### src/inc/gsp_params.svh
// Purpose: constants of the gated serial-in, parallel-out shifter
// Assumes: one 100 MHz system clock, pins sampled through two flip-flops
// Notes: the operation overview below is kept brief on purpose
//
// Overview of operation
// - eight chained stages, each on parallel output
// - first stage input is AND of inputs
// - stages change only on clock rising edge or clear low
// - rising edge loads gated bit, shifts chain
// - eighth stage old value dropped, no serial out
// - clear low forces all stages zero immediately
// - no edge, no clear: outputs hold level
// - serial inputs sampled only at rising edge
`ifndef GSP_PARAMS_SVH
`define GSP_PARAMS_SVH

`define GSP_STAGES 8
`define GSP_STAGE_RST 8'h00
`define GSP_BUF_DEPTH 2
`define GSP_FIRST 0
`define GSP_LAST 7

`endif

### src/inc/gsp_pkg.sv
// Purpose: shared types of the shifter
// Assumes: gsp_params.svh gives the stage count
// Notes: clock and serial pins travel as one packed struct; clear_n has a port of its own
`include "gsp_params.svh"

package gsp_pkg;
    // pin group driven by the external controller
    typedef struct packed {
        logic shift_clk;
        logic ser_a;
        logic ser_b;
    } gsp_pins_type;

    // one parallel snapshot of the chain
    typedef logic [`GSP_STAGES-1:0] gsp_word_type;
endpackage

### src/rtl/gsp_buffer.sv
// Purpose: small valid/ready buffer for parallel snapshots
// Assumes: single clock, asynchronous active-low reset
// Notes: depth and width are parameters that shape the storage
`timescale 1ns/10ps

module gsp_buffer #(
    parameter int WIDTH = 8,
    parameter int DEPTH = 2
) (
    input wire logic ref_clk,
    input wire logic rstn,
    input wire logic in_valid,
    output logic in_ready,
    input wire logic [WIDTH-1:0] in_data,
    output logic out_valid,
    input wire logic out_ready,
    output logic [WIDTH-1:0] out_data
);
    localparam int PW = (DEPTH > 1) ? $clog2(DEPTH) : 1;

    logic [WIDTH-1:0] mem_q [DEPTH];
    logic [PW-1:0] wr_ptr_q;
    logic [PW-1:0] rd_ptr_q;
    logic [PW:0] count_q;
    wire push = in_valid && in_ready;
    wire pop = out_valid && out_ready;

    // honest full and empty from the entry count
    assign in_ready = (count_q != (PW+1)'(DEPTH));
    assign out_valid = (count_q != '0);
    assign out_data = mem_q[rd_ptr_q];

    // storage has no reset; only valid entries are ever read
    always_ff @(posedge ref_clk)
    begin
        if (push)
            mem_q[wr_ptr_q] <= in_data;
    end

    // pointers wrap at depth so a non-power-of-two depth also works
    always_ff @(posedge ref_clk or negedge rstn)
    begin
        if (!rstn)
        begin
            wr_ptr_q <= '0;
            rd_ptr_q <= '0;
            count_q <= '0;
        end
        else
        begin
            if (push)
                wr_ptr_q <= (wr_ptr_q == PW'(DEPTH-1)) ? '0 : wr_ptr_q + 1'b1;
            if (pop)
                rd_ptr_q <= (rd_ptr_q == PW'(DEPTH-1)) ? '0 : rd_ptr_q + 1'b1;
            count_q <= count_q + (PW+1)'(push) - (PW+1)'(pop);
        end
    end
endmodule

### src/rtl/gsp_shifter.sv
// Purpose: eight-stage shifter with AND-gated serial entry and direct clear
// Assumes: pins are asynchronous to ref_clk and slower than ref_clk / 4
// Notes: each shift also offers a snapshot word through a two-entry buffer
`timescale 1ns/10ps
`include "gsp_params.svh"

module gsp_shifter #(
    parameter int STAGES = `GSP_STAGES,
    parameter int BUF_DEPTH = `GSP_BUF_DEPTH
) (
    input wire logic ref_clk,
    input wire logic rstn,
    input wire gsp_pkg::gsp_pins_type pins,
    input wire logic clear_n,
    output gsp_pkg::gsp_word_type stage_out,
    output logic stage_one_out,
    output logic stage_eight_out,
    output logic snap_valid,
    input wire logic snap_ready,
    output gsp_pkg::gsp_word_type snap_data,
    output logic snap_space
);
    import gsp_pkg::*;

    ////////////////////////////////////////////////////////////////////////
    // pin synchronisers

    gsp_pins_type pins_m_q;
    gsp_pins_type pins_s_q;
    gsp_pins_type pins_d_q;
    logic clr_m_q;
    logic clr_s_q;

    // two flops per pin; clock, data and clear see the same latency
    always_ff @(posedge ref_clk or negedge rstn)
    begin
        if (!rstn)
        begin
            pins_m_q <= '0;
            pins_s_q <= '0;
            pins_d_q <= '0;
            clr_m_q <= 1'b0;
            clr_s_q <= 1'b0;
        end
        else
        begin
            pins_m_q <= pins;
            pins_s_q <= pins_m_q;
            pins_d_q <= pins_s_q;
            clr_m_q <= clear_n;
            clr_s_q <= clr_m_q;
        end
    end

    ////////////////////////////////////////////////////////////////////////
    // edge detect and serial gate

    wire clk_rise = pins_s_q.shift_clk && !pins_d_q.shift_clk;
    // a falling edge or a steady level gives no pulse at all
    wire shift_pulse = clk_rise && clr_s_q;
    // data taken from the same sync stage as the edge, so only edge time counts
    wire gated_bit = pins_s_q.ser_a & pins_s_q.ser_b;

    ////////////////////////////////////////////////////////////////////////
    // stage chain

    gsp_word_type stage_q;
    gsp_word_type stage_d;
    // clear acts on the stage flops directly, not through the synchroniser
    wire stage_clr_n = rstn & clear_n;

    // one entry per stage: first takes the gated bit, the rest their neighbour
    generate
        for (genvar i = 0; i < STAGES; i++)
        begin : g_stage
            if (i == `GSP_FIRST)
            begin : g_head
                assign stage_d[i] = shift_pulse ? gated_bit : stage_q[i];
            end
            else
            begin : g_body
                assign stage_d[i] = shift_pulse ? stage_q[i-1] : stage_q[i];
            end
        end
    endgenerate

    // last stage's old value simply falls off; there is no serial output
    always_ff @(posedge ref_clk or negedge stage_clr_n)
    begin
        if (!stage_clr_n)
            stage_q <= `GSP_STAGE_RST;
        else
            stage_q <= stage_d;
    end

    // parallel outputs straight from the stage flops
    assign stage_out = stage_q;
    assign stage_one_out = stage_q[`GSP_FIRST];
    assign stage_eight_out = stage_q[`GSP_LAST];

    ////////////////////////////////////////////////////////////////////////
    // snapshot stream

    logic push_q;

    // offer the new chain value in the cycle the shift lands, one cycle after the shift pulse
    always_ff @(posedge ref_clk or negedge rstn)
    begin
        if (!rstn)
            push_q <= 1'b0;
        else
            push_q <= shift_pulse;
    end

    // the pins cannot be stalled, so space is reported for the controller
    gsp_buffer #(
        .WIDTH(STAGES),
        .DEPTH(BUF_DEPTH)
    ) u_buf (
        .ref_clk(ref_clk),
        .rstn(rstn),
        .in_valid(push_q),
        .in_ready(snap_space),
        .in_data(stage_q),
        .out_valid(snap_valid),
        .out_ready(snap_ready),
        .out_data(snap_data)
    );

    // cycles since the last shift, saturating; a long idle gap is checked
    // one cycle at a time instead of through a long repetition
    logic [3:0] idle_cnt_q;

    always_ff @(posedge ref_clk or negedge rstn)
    begin
        if (!rstn)
            idle_cnt_q <= '0;
        else if (shift_pulse)
            idle_cnt_q <= '0;
        else if (idle_cnt_q != '1)
            idle_cnt_q <= idle_cnt_q + 1'b1;
    end
endmodule

### config.mk
export PLATFORM = sky130hd
export DESIGN_NAME = gsp_shifter
export DESIGN_NICKNAME = d
export VERILOG_FILES = /design/src/inc/gsp_pkg.sv /design/src/rtl/gsp_buffer.sv /design/src/rtl/gsp_shifter.sv
export VERILOG_INCLUDE_DIRS = /design/src /design/src/inc
export SDC_FILE = /design/constraint.sdc
export NUM_CORES = 1
export LEC_CHECK = 0
export ABC_CLOCK_PERIOD_IN_PS = 1980
export BUFFER_PORTS_ARGS = -buffer_cell sky130_fd_sc_hd__buf_2
export CORE_MARGIN = 2
export CORE_UTILIZATION = 47
export CTS_BUF_LIST = sky130_fd_sc_hd__clkbuf_2 sky130_fd_sc_hd__clkbuf_4 sky130_fd_sc_hd__clkbuf_8
export CTS_CLUSTER_SIZE = 28
export DETAILED_ROUTE_END_ITERATION = 8
export GPL_TIMING_DRIVEN = 1
export PLACE_DENSITY = 0.7
export SLEW_MARGIN = 20
export SYNTH_ARGS = -nofsm -noshare
export SYNTH_HDL_FRONTEND = slang
export SYNTH_SLANG_ARGS = --single-unit
### constraint.sdc
create_clock -name ref_clk -period 1.98 [get_ports ref_clk]
set_clock_uncertainty 0.15 [all_clocks]
set_input_delay 0 -clock ref_clk [delete_from_list [all_inputs] [get_ports ref_clk]]
set_output_delay 0 -clock ref_clk [all_outputs]
set_load 0.02 [all_outputs]
==> impl_metrics.json, run 1 <==
{
  "regArea_um2": 1031,
  "synth_top_area_cell": "dfrtp_1",
  "die-area_um2": 3366,
  "syn_area_per_cell_um2": 17.81,
  "first_pass_iters": 2,
  "worstPathRequired_ns": 2.08,
  "p_leak_nw": 0.7768,
  "grt_pass1_wl_mm": 3.284,
  "drt_wl_total_mm": 2.003,
  "syn_to_final_growth_pct": 21.35,
  "switching_share_pct": 31.31,
  "critPathCaptureType": "register",
  "cts_hold_buf": 7,
  "drive_gt1_share_pct": 45.69,
  "num_vias": 730,
  "whs_ns": 0.05404,
  "grt_max_degree": 15,
  "placementRows": 19,
  "insertedDiodeCount": 0,
  "period_needed_ns": 1.847,
  "cp.arrival_ns": 1.95,
  "cts_resized": 0,
  "hold_viol": 0,
  "fin_crit_sh_pct": 93.29,
  "io_buffer_count": 26,
  "slowest_delay_ns": 0.42,
  "die_w_um": 58.02,
  "yosys_warnings": 0,
  "max_freq_ghz": 0.5414,
  "place.gp.congestion": 0.7075,
  "final_common_cell": "buf_2",
  "antenna_found_initial": 0,
  "power.density_nw_per_um2": 1266,
  "ys_ff_latch": 38,
  "drv_slew": 0,
  "grt_usage_pct": 14.04,
  "worstSetupPathType": "register to register",
  "multiInputGateArea_um2": 305.3,
  "worstPathMaxFanout": 3,
  "syn_nets": 86,
  "final_cells": 147,
  "post_cts_buffers": 0,
  "dp_cells": 132,
  "final_cell_area_um2": 1664,
  "finish.utilization_pct": 60.34,
  "drt_iter0_drc": 7,
  "yosysTopAreaCellShare_pct": 40.15,
  "floorplan.io_pins": 27,
  "rsz0062_at_grt": "no",
  "core_area_um2": 2758,
  "layout_setup_ws_ns": 0.1329,
  "wl_per_cell_um": 13.63,
  "clk_path_buf_depth": 2,
  "drc_errors": 0,
  "cts_tree": "done",
  "tightest_slew_ns": 0.5990,
  "startpoint_type": "register",
  "post_dp_cell_area_um2": 1528,
  "peakVddDrop_v": 0.0008043,
  "ctsRootBufferMaster": "clkbuf_4",
  "clk_latency_ns": 0.33,
  "hold_class": "input pin to async pin",
  "finalSetupViolations": 0,
  "finalSetupTns_ns": 0,
  "place_ws_ns": 0.1451,
  "p_total_mw": 2.107,
  "clock_sinks": 38,
  "cts_made_buffers": 5,
  "fillCellCount": 229,
  "max_slew_margin_pct": 59.94,
  "p_seq_share_pct": 52.3,
  "place_hpwl_mm": 1.388,
  "synth_area_um2": 1371,
  "combPwrFrac_pct": 27.3,
  "crit_chain": "or2_4 > and2_4 > ha_1 > inv_1 > ha_1 > xnor2_1 > xnor2_1",
  "via_per_inst": 4.966,
  "seq_area_frac_synth_pct": 75.18,
  "intPower_mw": 1.447,
  "cp_slowest_cell": "dfrtp_1",
  "synthCells": 77,
  "nets": 124,
  "cts_max_level": 2,
  "max_cap_violations": 0,
  "die_h_um": 58.02,
  "net-switching-power_mw": 0.6598,
  "netlist-cell-type-count": 18,
  "clkTransAtPathRegs_ns": 0.11,
  "synth_area_leaders": "dfrtp_1, edfxtp_1, mux2_2, xnor2_1, ha_1",
  "first_global_vias": 726,
  "gr-total-overflow": 0,
  "initial_utilization_pct": 49.73,
  "status": "finished, final reports clean",
  "drtAntennaViolNets": 0,
  "layout_common_cells": "buf_2, dfrtp_1, edfxtp_1",
  "power.share.clock_pct": 20.4
}
## logic make-up after synthesis
| family | synth area share, % |
|---|---|
| and+or+nand+nor | 5.202 |
| xor gates and xnor gates | 2.555 |
| DFF | 75.18 |
| muxes | 12.32 |
| buffers and inverters | 2.554 |
| adders and majority gates | 1.825 |
| AOI/OAI and AO/OA | 0.3646 |
## power groups by stage
stage,clock network (mW),registers [mW],logic (mW)
finish,0.430,1.10,0.576
global route,0.478,1.12,0.620
CTS,0.448,1.11,0.588
detailed placement,0,1.12,0.576
global placement,0,1.11,0.560
floorplan,0,1.12,0.398
## synthesized netlist by cell type
library cell,n
dfrtp_1,22
nor2_1,1
and2_4,1
buf_4,2
xnor2_1,3
xor2_1,1
buf_2,1
inv_1,4
ha_1,2
edfxtp_1,16
nand3b_4,1
and2_1,1
and3_1,1
mux2_2,15
o21ai_0,1
nand2_1,3
nand2b_1,1
or2_4,1
## worst paths after layout
kind | startpoint | endpoint | slack [ns] | depth (start not counted)
setup / recovery | u_buf.count_q[1] | u_buf.count_q[1] | 0.13 | 7
hold / removal | clear_n | stage_out[1] | 0.05 | 3
setup reg to reg | u_buf.count_q[1] | u_buf.count_q[1] | 0.13 | 7
hold reg to reg | pins_m_q[1] | pins_s_q[1] | 0.21 | 0
max in group asynchronous | rstn | u_buf.rd_ptr_q | 0.69 | 3
min in group ref_clk | pins[0] | pins_m_q[0] | 0.16 | 2
## critical path: cells and delay by family (launching register included)
family | cells | cell delay [ns]
XOR/XNOR | 2 | 0.31
adder cells (fa/ha/maj) | 2 | 0.44
buffers and inverters | 1 | 0.04
flip-flops | 1 | 0.42
AND/OR/NAND/NOR | 2 | 0.42
## sequential cells by signal (all words and copies together), names as in the netlist, 2 cells and up
signal         count
u_buf.mem_q       16
stage_out          8
pins_m_q           3
pins_s_q           3
u_buf.count_q      2
## layout make-up
type	count	share of cell area, %
inverters	4	0.9023
multi-input cells	32	18.35
well taps	31	2.331
clock buffers	8	3.985
repair buffers	34	12.48
flip-flops and latches	38	61.95
## routing by layer
metal / vias up / GRT usage [%] / wire length (um)
li1: 343 / - / -
met1: 358 / 15.64 / 795
met2: 24 / 23.38 / 1045
met3: 5 / 4.911 / 123
met4: 0 / 7.973 / 39
met5: - / 0 / 0
Note: power is estimated with default switching activity, not from simulation.
==> run 2: changes to the inputs <==
--- a/config.mk
+++ b/config.mk
@@ -6,6 +6,7 @@
 export SDC_FILE = /design/constraint.sdc
 export NUM_CORES = 1
 export LEC_CHECK = 0
+export ABC_AREA = 1
 export ABC_CLOCK_PERIOD_IN_PS = 1980
 export BUFFER_PORTS_ARGS = -buffer_cell sky130_fd_sc_hd__buf_2
 export CORE_MARGIN = 2
==> impl_metrics.json, run 2 <==
{
  "netlist-cell-type-count": 11,
  "worstPathRequired_ns": 2.06,
  "critPathBufInv": 3,
  "grt_usage_pct": 16.53,
  "syn_to_final_growth_pct": 20.73,
  "power.density_nw_per_um2": 1212,
  "die_h_um": 58.58,
  "ys_top_cells_by_count": "nand2_1, dfrtp_1, edfxtp_1, inv_1, nand3_1",
  "wl_per_cell_um": 11.81,
  "drc_errors": 2,
  "drv_slew": 0,
  "startpoint_type": "register",
  "synth_top_area_cell": "dfrtp_1",
  "max_slew_margin_pct": 60.32,
  "nets": 173,
  "peakVddDrop_v": 0.0005529,
  "finalSetupTns_ns": 0,
  "via_per_inst": 4.648,
  "cts_max_level": 2,
  "rsz0062_at_grt": "no",
  "fillCellCount": 242,
  "placementRows": 19,
  "cts_resized": 0,
  "synthArstFlopShare_pct": 57.89,
  "ys_ff_latch": 38,
  "violations": "DRC",
  "syn_nets": 135,
  "largest_register_ffs": 16,
  "crit_chain": "inv_1 > nand2_1 > nand2_1 > inv_1 > ha_1 > inv_1 > ha_1 > nand3_1 > nand2_1",
  "synth_area_um2": 1400,
  "hold_viol": 0,
  "tightest_slew_ns": 0.5933,
  "syn_area_per_cell_um2": 11.11,
  "drtAntennaViolNets": 0,
  "cts_tree": "done",
  "clk_latency_ns": 0.33,
  "period_needed_ns": 1.587,
  "synthCells": 126,
  "first_pass_iters": 6,
  "synth_area_leaders": "dfrtp_1, edfxtp_1, nand2_1, inv_1, ha_1",
  "drt_iter0_drc": 35,
  "floorplan.io_pins": 27,
  "antenna_found_initial": 0,
  "grt_max_degree": 15,
  "top_register": "u_buf.mem_q",
  "cts_made_buffers": 5,
  "synth_flop_cell": "dfrtp_1",
  "fin_crit_sh_pct": 80.16,
  "p_total_mw": 2.049,
  "die_w_um": 58.58,
  "place_hpwl_mm": 1.665,
  "initial_utilization_pct": 49.91,
  "core_area_um2": 2805,
  "gr-total-overflow": 0,
  "num_vias": 911,
  "max_cap_violations": 0,
  "insertedDiodeCount": 0,
  "yosysMostFrequentCell": "nand2_1",
  "slowest_delay_ns": 0.40,
  "io_buffer_count": 26,
  "drt_wl_total_mm": 2.314,
  "layout_common_cells": "nand2_1, buf_2, dfrtp_1",
  "die-area_um2": 3432,
  "first_global_vias": 900,
  "hold_class": "input pin to async pin",
  "regArea_um2": 1031,
  "clock_sinks": 38,
  "finalSetupViolations": 0,
  "worstPathMaxFanout": 3,
  "multiInputGateArea_um2": 300.3,
  "clkTransAtPathRegs_ns": 0.10,
  "cp_slowest_cell": "dfrtp_1",
  "worstSetupPathType": "register to register",
  "critPathCaptureType": "register",
  "status": "complete, but fails checks",
  "final_common_cell": "nand2_1",
  "max_freq_ghz": 0.6301,
  "seq_area_frac_synth_pct": 73.64,
  "p_leak_nw": 0.8915,
  "place.gp.congestion": 0.7443,
  "grt_pass1_wl_mm": 4.050,
  "cp.arrival_ns": 1.67,
  "crit_family": "adder cells",
  "clk_path_buf_depth": 2,
  "drive_gt1_share_pct": 22.42,
  "synth_edf_count": 16,
  "yosysTopAreaCellShare_pct": 39.32,
  "ctsRootBufferMaster": "clkbuf_4",
  "yosys_warnings": 0
}
==> run 2: cell count changes in the layout (fill, tap and decap cells not counted), moves of 3 or more <==
cell,delta
nand2_1,+61
mux2_2,-15
inv_1,+8
nand3_1,+4
xnor2_1,-3
==> run 2: area by class of cell <==
class | count | area share (%)
well taps | 31 | 2.295
flip-flops and latches | 38 | 60.99
multi-input cells | 72 | 17.76
inverters | 13 | 2.887
clock inverters | 1 | 0.2961
repair buffers | 34 | 12.29
clock buffers | 7 | 3.479
==> run 2: cells by family (layout without fill, tap and decap cells) <==
| kind of cell | after synthesis | in the layout | share of synthesized area (%) |
|---|---|---|---|
| and+or+nand+nor | 70 | 70 | 19.66 |
| adders and majority gates | 2 | 2 | 1.787 |
| DFF | 38 | 38 | 73.64 |
| buffers and inverters | 16 | 55 | 4.914 |
==> run 2: per-stage QoR <==
step / util [%] / setup slack, ns / hold WS, ns / instance area, um^2 / std cells
final: 60.26 / 0.3929 / 0.0001050 / 1690 / 196
after global routing: 60.26 / 0.2345 / 0.03356 / 1690 / 196
after CTS: 60.26 / 0.3942 / 0.003304 / 1690 / 196
after detailed placement: 55.49 / 0.4109 / -0.2348 / 1556 / 181
after global placement: 55.49 / 0.4967 / -0.2418 / 1556 / 181
after floorplan: - / 0.3835 / -0.4456 / 1400 / 126
==> run 2: per-layer routing <==
layer  share of wire, %  routed length (um)  up-vias  track usage (%)
met3                4.0                  92        6            4.615
met1                 44                1016      421            20.39
met2                 50                1156       20            27.13
met4                2.1                  48        0            7.792
li1                   -                   -      464                -
met5                  0                   0        -                0
==> run 2: final timing paths <==
check                                         to  cells after the start             start  slack (ns)
worst min register to register       pins_s_q[1]                      0       pins_m_q[1]        0.21
worst min-delay path                stage_out[3]                      4           clear_n      0.0001
max in group asynchronous       u_buf.count_q[1]                      3              rstn        0.70
worst max-delay path            u_buf.count_q[1]                      9  u_buf.count_q[1]        0.39
worst max register to register  u_buf.count_q[1]                      9  u_buf.count_q[1]        0.39
min in group ref_clk                 pins_m_q[1]                      2           pins[1]        0.16
==> run 2: timing repair <==
item / CTS / global route
buffers inserted: 0 / 0
hold endpoints to repair: 27 / 0
hold buffers: 7 / 0
==> run 2: power breakdown <==
part           switching, mW  internal, mW  leakage [nW]
clock network          0.232         0.186        0.0387
registers             0.0956         0.942         0.423
logic                  0.400         0.193         0.430
total                  0.728          1.32         0.891
==> run 2: worst min-delay path: stages <==
cell           delay, ns
dlygate4sd3_1       0.51
buf_2               0.10
nand2_1             0.04
inv_1               0.23
==> run 3: changes to the inputs <==
--- a/config.mk
+++ b/config.mk
@@ -7,7 +7,7 @@
 export NUM_CORES = 1
 export LEC_CHECK = 0
 export ABC_AREA = 1
-export ABC_CLOCK_PERIOD_IN_PS = 1980
+export ABC_CLOCK_PERIOD_IN_PS = 1300
 export BUFFER_PORTS_ARGS = -buffer_cell sky130_fd_sc_hd__buf_2
 export CORE_MARGIN = 2
 export CORE_UTILIZATION = 47
@@ -15,7 +15,7 @@
 export CTS_CLUSTER_SIZE = 28
 export DETAILED_ROUTE_END_ITERATION = 8
 export GPL_TIMING_DRIVEN = 1
-export PLACE_DENSITY = 0.7
+export PLACE_DENSITY = 0.72
 export SLEW_MARGIN = 20
 export SYNTH_ARGS = -nofsm -noshare
 export SYNTH_HDL_FRONTEND = slang
==> constraint.sdc (replaced) <==
create_clock -name ref_clk -period 1.3 [get_ports ref_clk]
set_clock_uncertainty 0.15 [all_clocks]
set_input_delay 0 -clock ref_clk [delete_from_list [all_inputs] [get_ports ref_clk]]
set_output_delay 0 -clock ref_clk [all_outputs]
set_load 0.02 [all_outputs]
==> impl_metrics.json, run 3 (synthesis results as in run 2) <==
{
  "status": "complete, but fails checks",
  "violations": "hold timing, setup timing",
  "clkTransAtPathRegs_ns": 0.11,
  "grt_max_degree": 16,
  "place_ws_ns": -0.1980,
  "first_pass_iters": 4,
  "peakVddDrop_v": 0.0008909,
  "max_slew_margin_pct": 77.57,
  "nets": 181,
  "clk_latency_ns": 0.33,
  "crit_chain": "inv_2 > nand2_4 > nand2_4 > inv_4 > ha_4 > inv_2 > ha_4 > nand3_2 > nand2_1",
  "worstSetupPathType": "register to register",
  "power.density_nw_per_um2": 1971,
  "layout_setup_ws_ns": -0.1266,
  "drt_iter0_drc": 39,
  "clk_path_buf_depth": 2,
  "fin_crit_sh_pct": 109.7,
  "via_per_inst": 4.897,
  "worstPathRequired_ns": 1.38,
  "place.gp.congestion": 0.7464,
  "critPathCaptureType": "register",
  "cp.arrival_ns": 1.51,
  "final_common_cell": "nand2_1",
  "dp_cells": 184,
  "floorplan.io_pins": 27,
  "cp_slowest_cell": "dfrtp_1",
  "cts_hold_buf": 6,
  "startpoint_type": "register",
  "cts_tree": "done",
  "finish.utilization_pct": 70.52,
  "tightest_slew_ns": 0.3364,
  "die-area_um2": 3432,
  "die_w_um": 58.58,
  "first_global_vias": 981,
  "drv_slew": 0,
  "largest_register_ffs": 16,
  "num_vias": 999,
  "antenna_found_initial": 0,
  "grt_pass1_wl_mm": 4.581,
  "hold_class": "input pin to async pin",
  "cts_made_buffers": 5,
  "crit_family": "flip-flops",
  "placementRows": 19,
  "ctsRootBufferMaster": "clkbuf_4",
  "p_total_mw": 3.899,
  "period_needed_ns": 1.427,
  "max_cap_violations": 0,
  "final_cells": 204,
  "cts_max_level": 2,
  "hold_viol": 14,
  "clock_sinks": 38,
  "insertedDiodeCount": 0,
  "rsz0062_at_grt": "yes",
  "worstPathMaxFanout": 2,
  "p_leak_nw": 0.9921,
  "initial_utilization_pct": 49.91,
  "layout_common_cells": "nand2_1, dfrtp_1, buf_2, edfxtp_1, nand2_2",
  "finalSetupTns_ns": -1.630,
  "drc_errors": 0,
  "grt_usage_pct": 18.72,
  "slowest_delay_ns": 0.41,
  "io_buffer_count": 26,
  "wl_per_cell_um": 13.81,
  "max_freq_ghz": 0.7010,
  "place_hpwl_mm": 1.715,
  "post_dp_cell_area_um2": 1597,
  "finalSetupViolations": 19,
  "drtAntennaViolNets": 0,
  "top_register": "u_buf.mem_q",
  "drive_gt1_share_pct": 46.82,
  "critPathBufInv": 3,
  "gr-total-overflow": 0,
  "drt_wl_total_mm": 2.817,
  "die_h_um": 58.58,
  "whs_ns": -0.04968,
  "core_area_um2": 2805,
  "syn_to_final_growth_pct": 41.29,
  "final_cell_area_um2": 1978
}
-- run 3: power breakdown --
part / internal, mW / switching [mW] / leakage (nW)
registers: 1.44 / 0.165 / 0.422
clock network: 0.224 / 0.359 / 0.0331
logic: 0.769 / 0.942 / 0.537
-- run 3: final timing paths --
kind                       depth (start not counted)        startpoint                to  slack, ns
min reg2reg                                        0       pins_m_q[1]       pins_s_q[1]       0.21
min                                                2              rstn       pins_m_q[2]      -0.05
max reg2reg                                        9  u_buf.count_q[1]  u_buf.count_q[1]      -0.13
max                                                9  u_buf.count_q[1]  u_buf.count_q[1]      -0.13
max in group asynchronous                          4              rstn      stage_out[3]       0.42
min in group ref_clk                               2           pins[2]       pins_m_q[2]       0.15
-- run 3: final cells by class --
class	instances	area, um^2
multi-input cells	72	457.9
clock buffers	6	45.04
flip-flops and latches	38	1032
clock inverters	2	8.758
repair buffers	41	329.1
inverters	13	61.31
fillers	210	827.0
well taps	31	38.79
repair inverters	1	5.005
-- run 3: worst reg2reg max path: stages (launching register included) --
cell	delay, ns
dfrtp_1	0.41
inv_2	0.08
nand2_4	0.06
nand2_4	0.06
inv_4	0.04
ha_4	0.25
inv_2	0.04
ha_4	0.15
nand3_2	0.05
nand2_1	0.05
-- run 3: layer usage --
layer	track usage, %	wire (um)	vias to the layer above
met5	0	0	-
met4	6.818	25	0
met3	4.615	88	3
met2	31.94	1605	24
met1	23.30	1098	489
li1	-	-	483
-- run 3: what timing repair did --
item                                   in CTS  in global routing
setup endpoints to repair                  27                 28
pin swaps                                  15                  7
gates cloned                                0                  1
endpoints found under the hold margin      27                 14
resized for setup                          44                 21
setup buffers                               3                  2
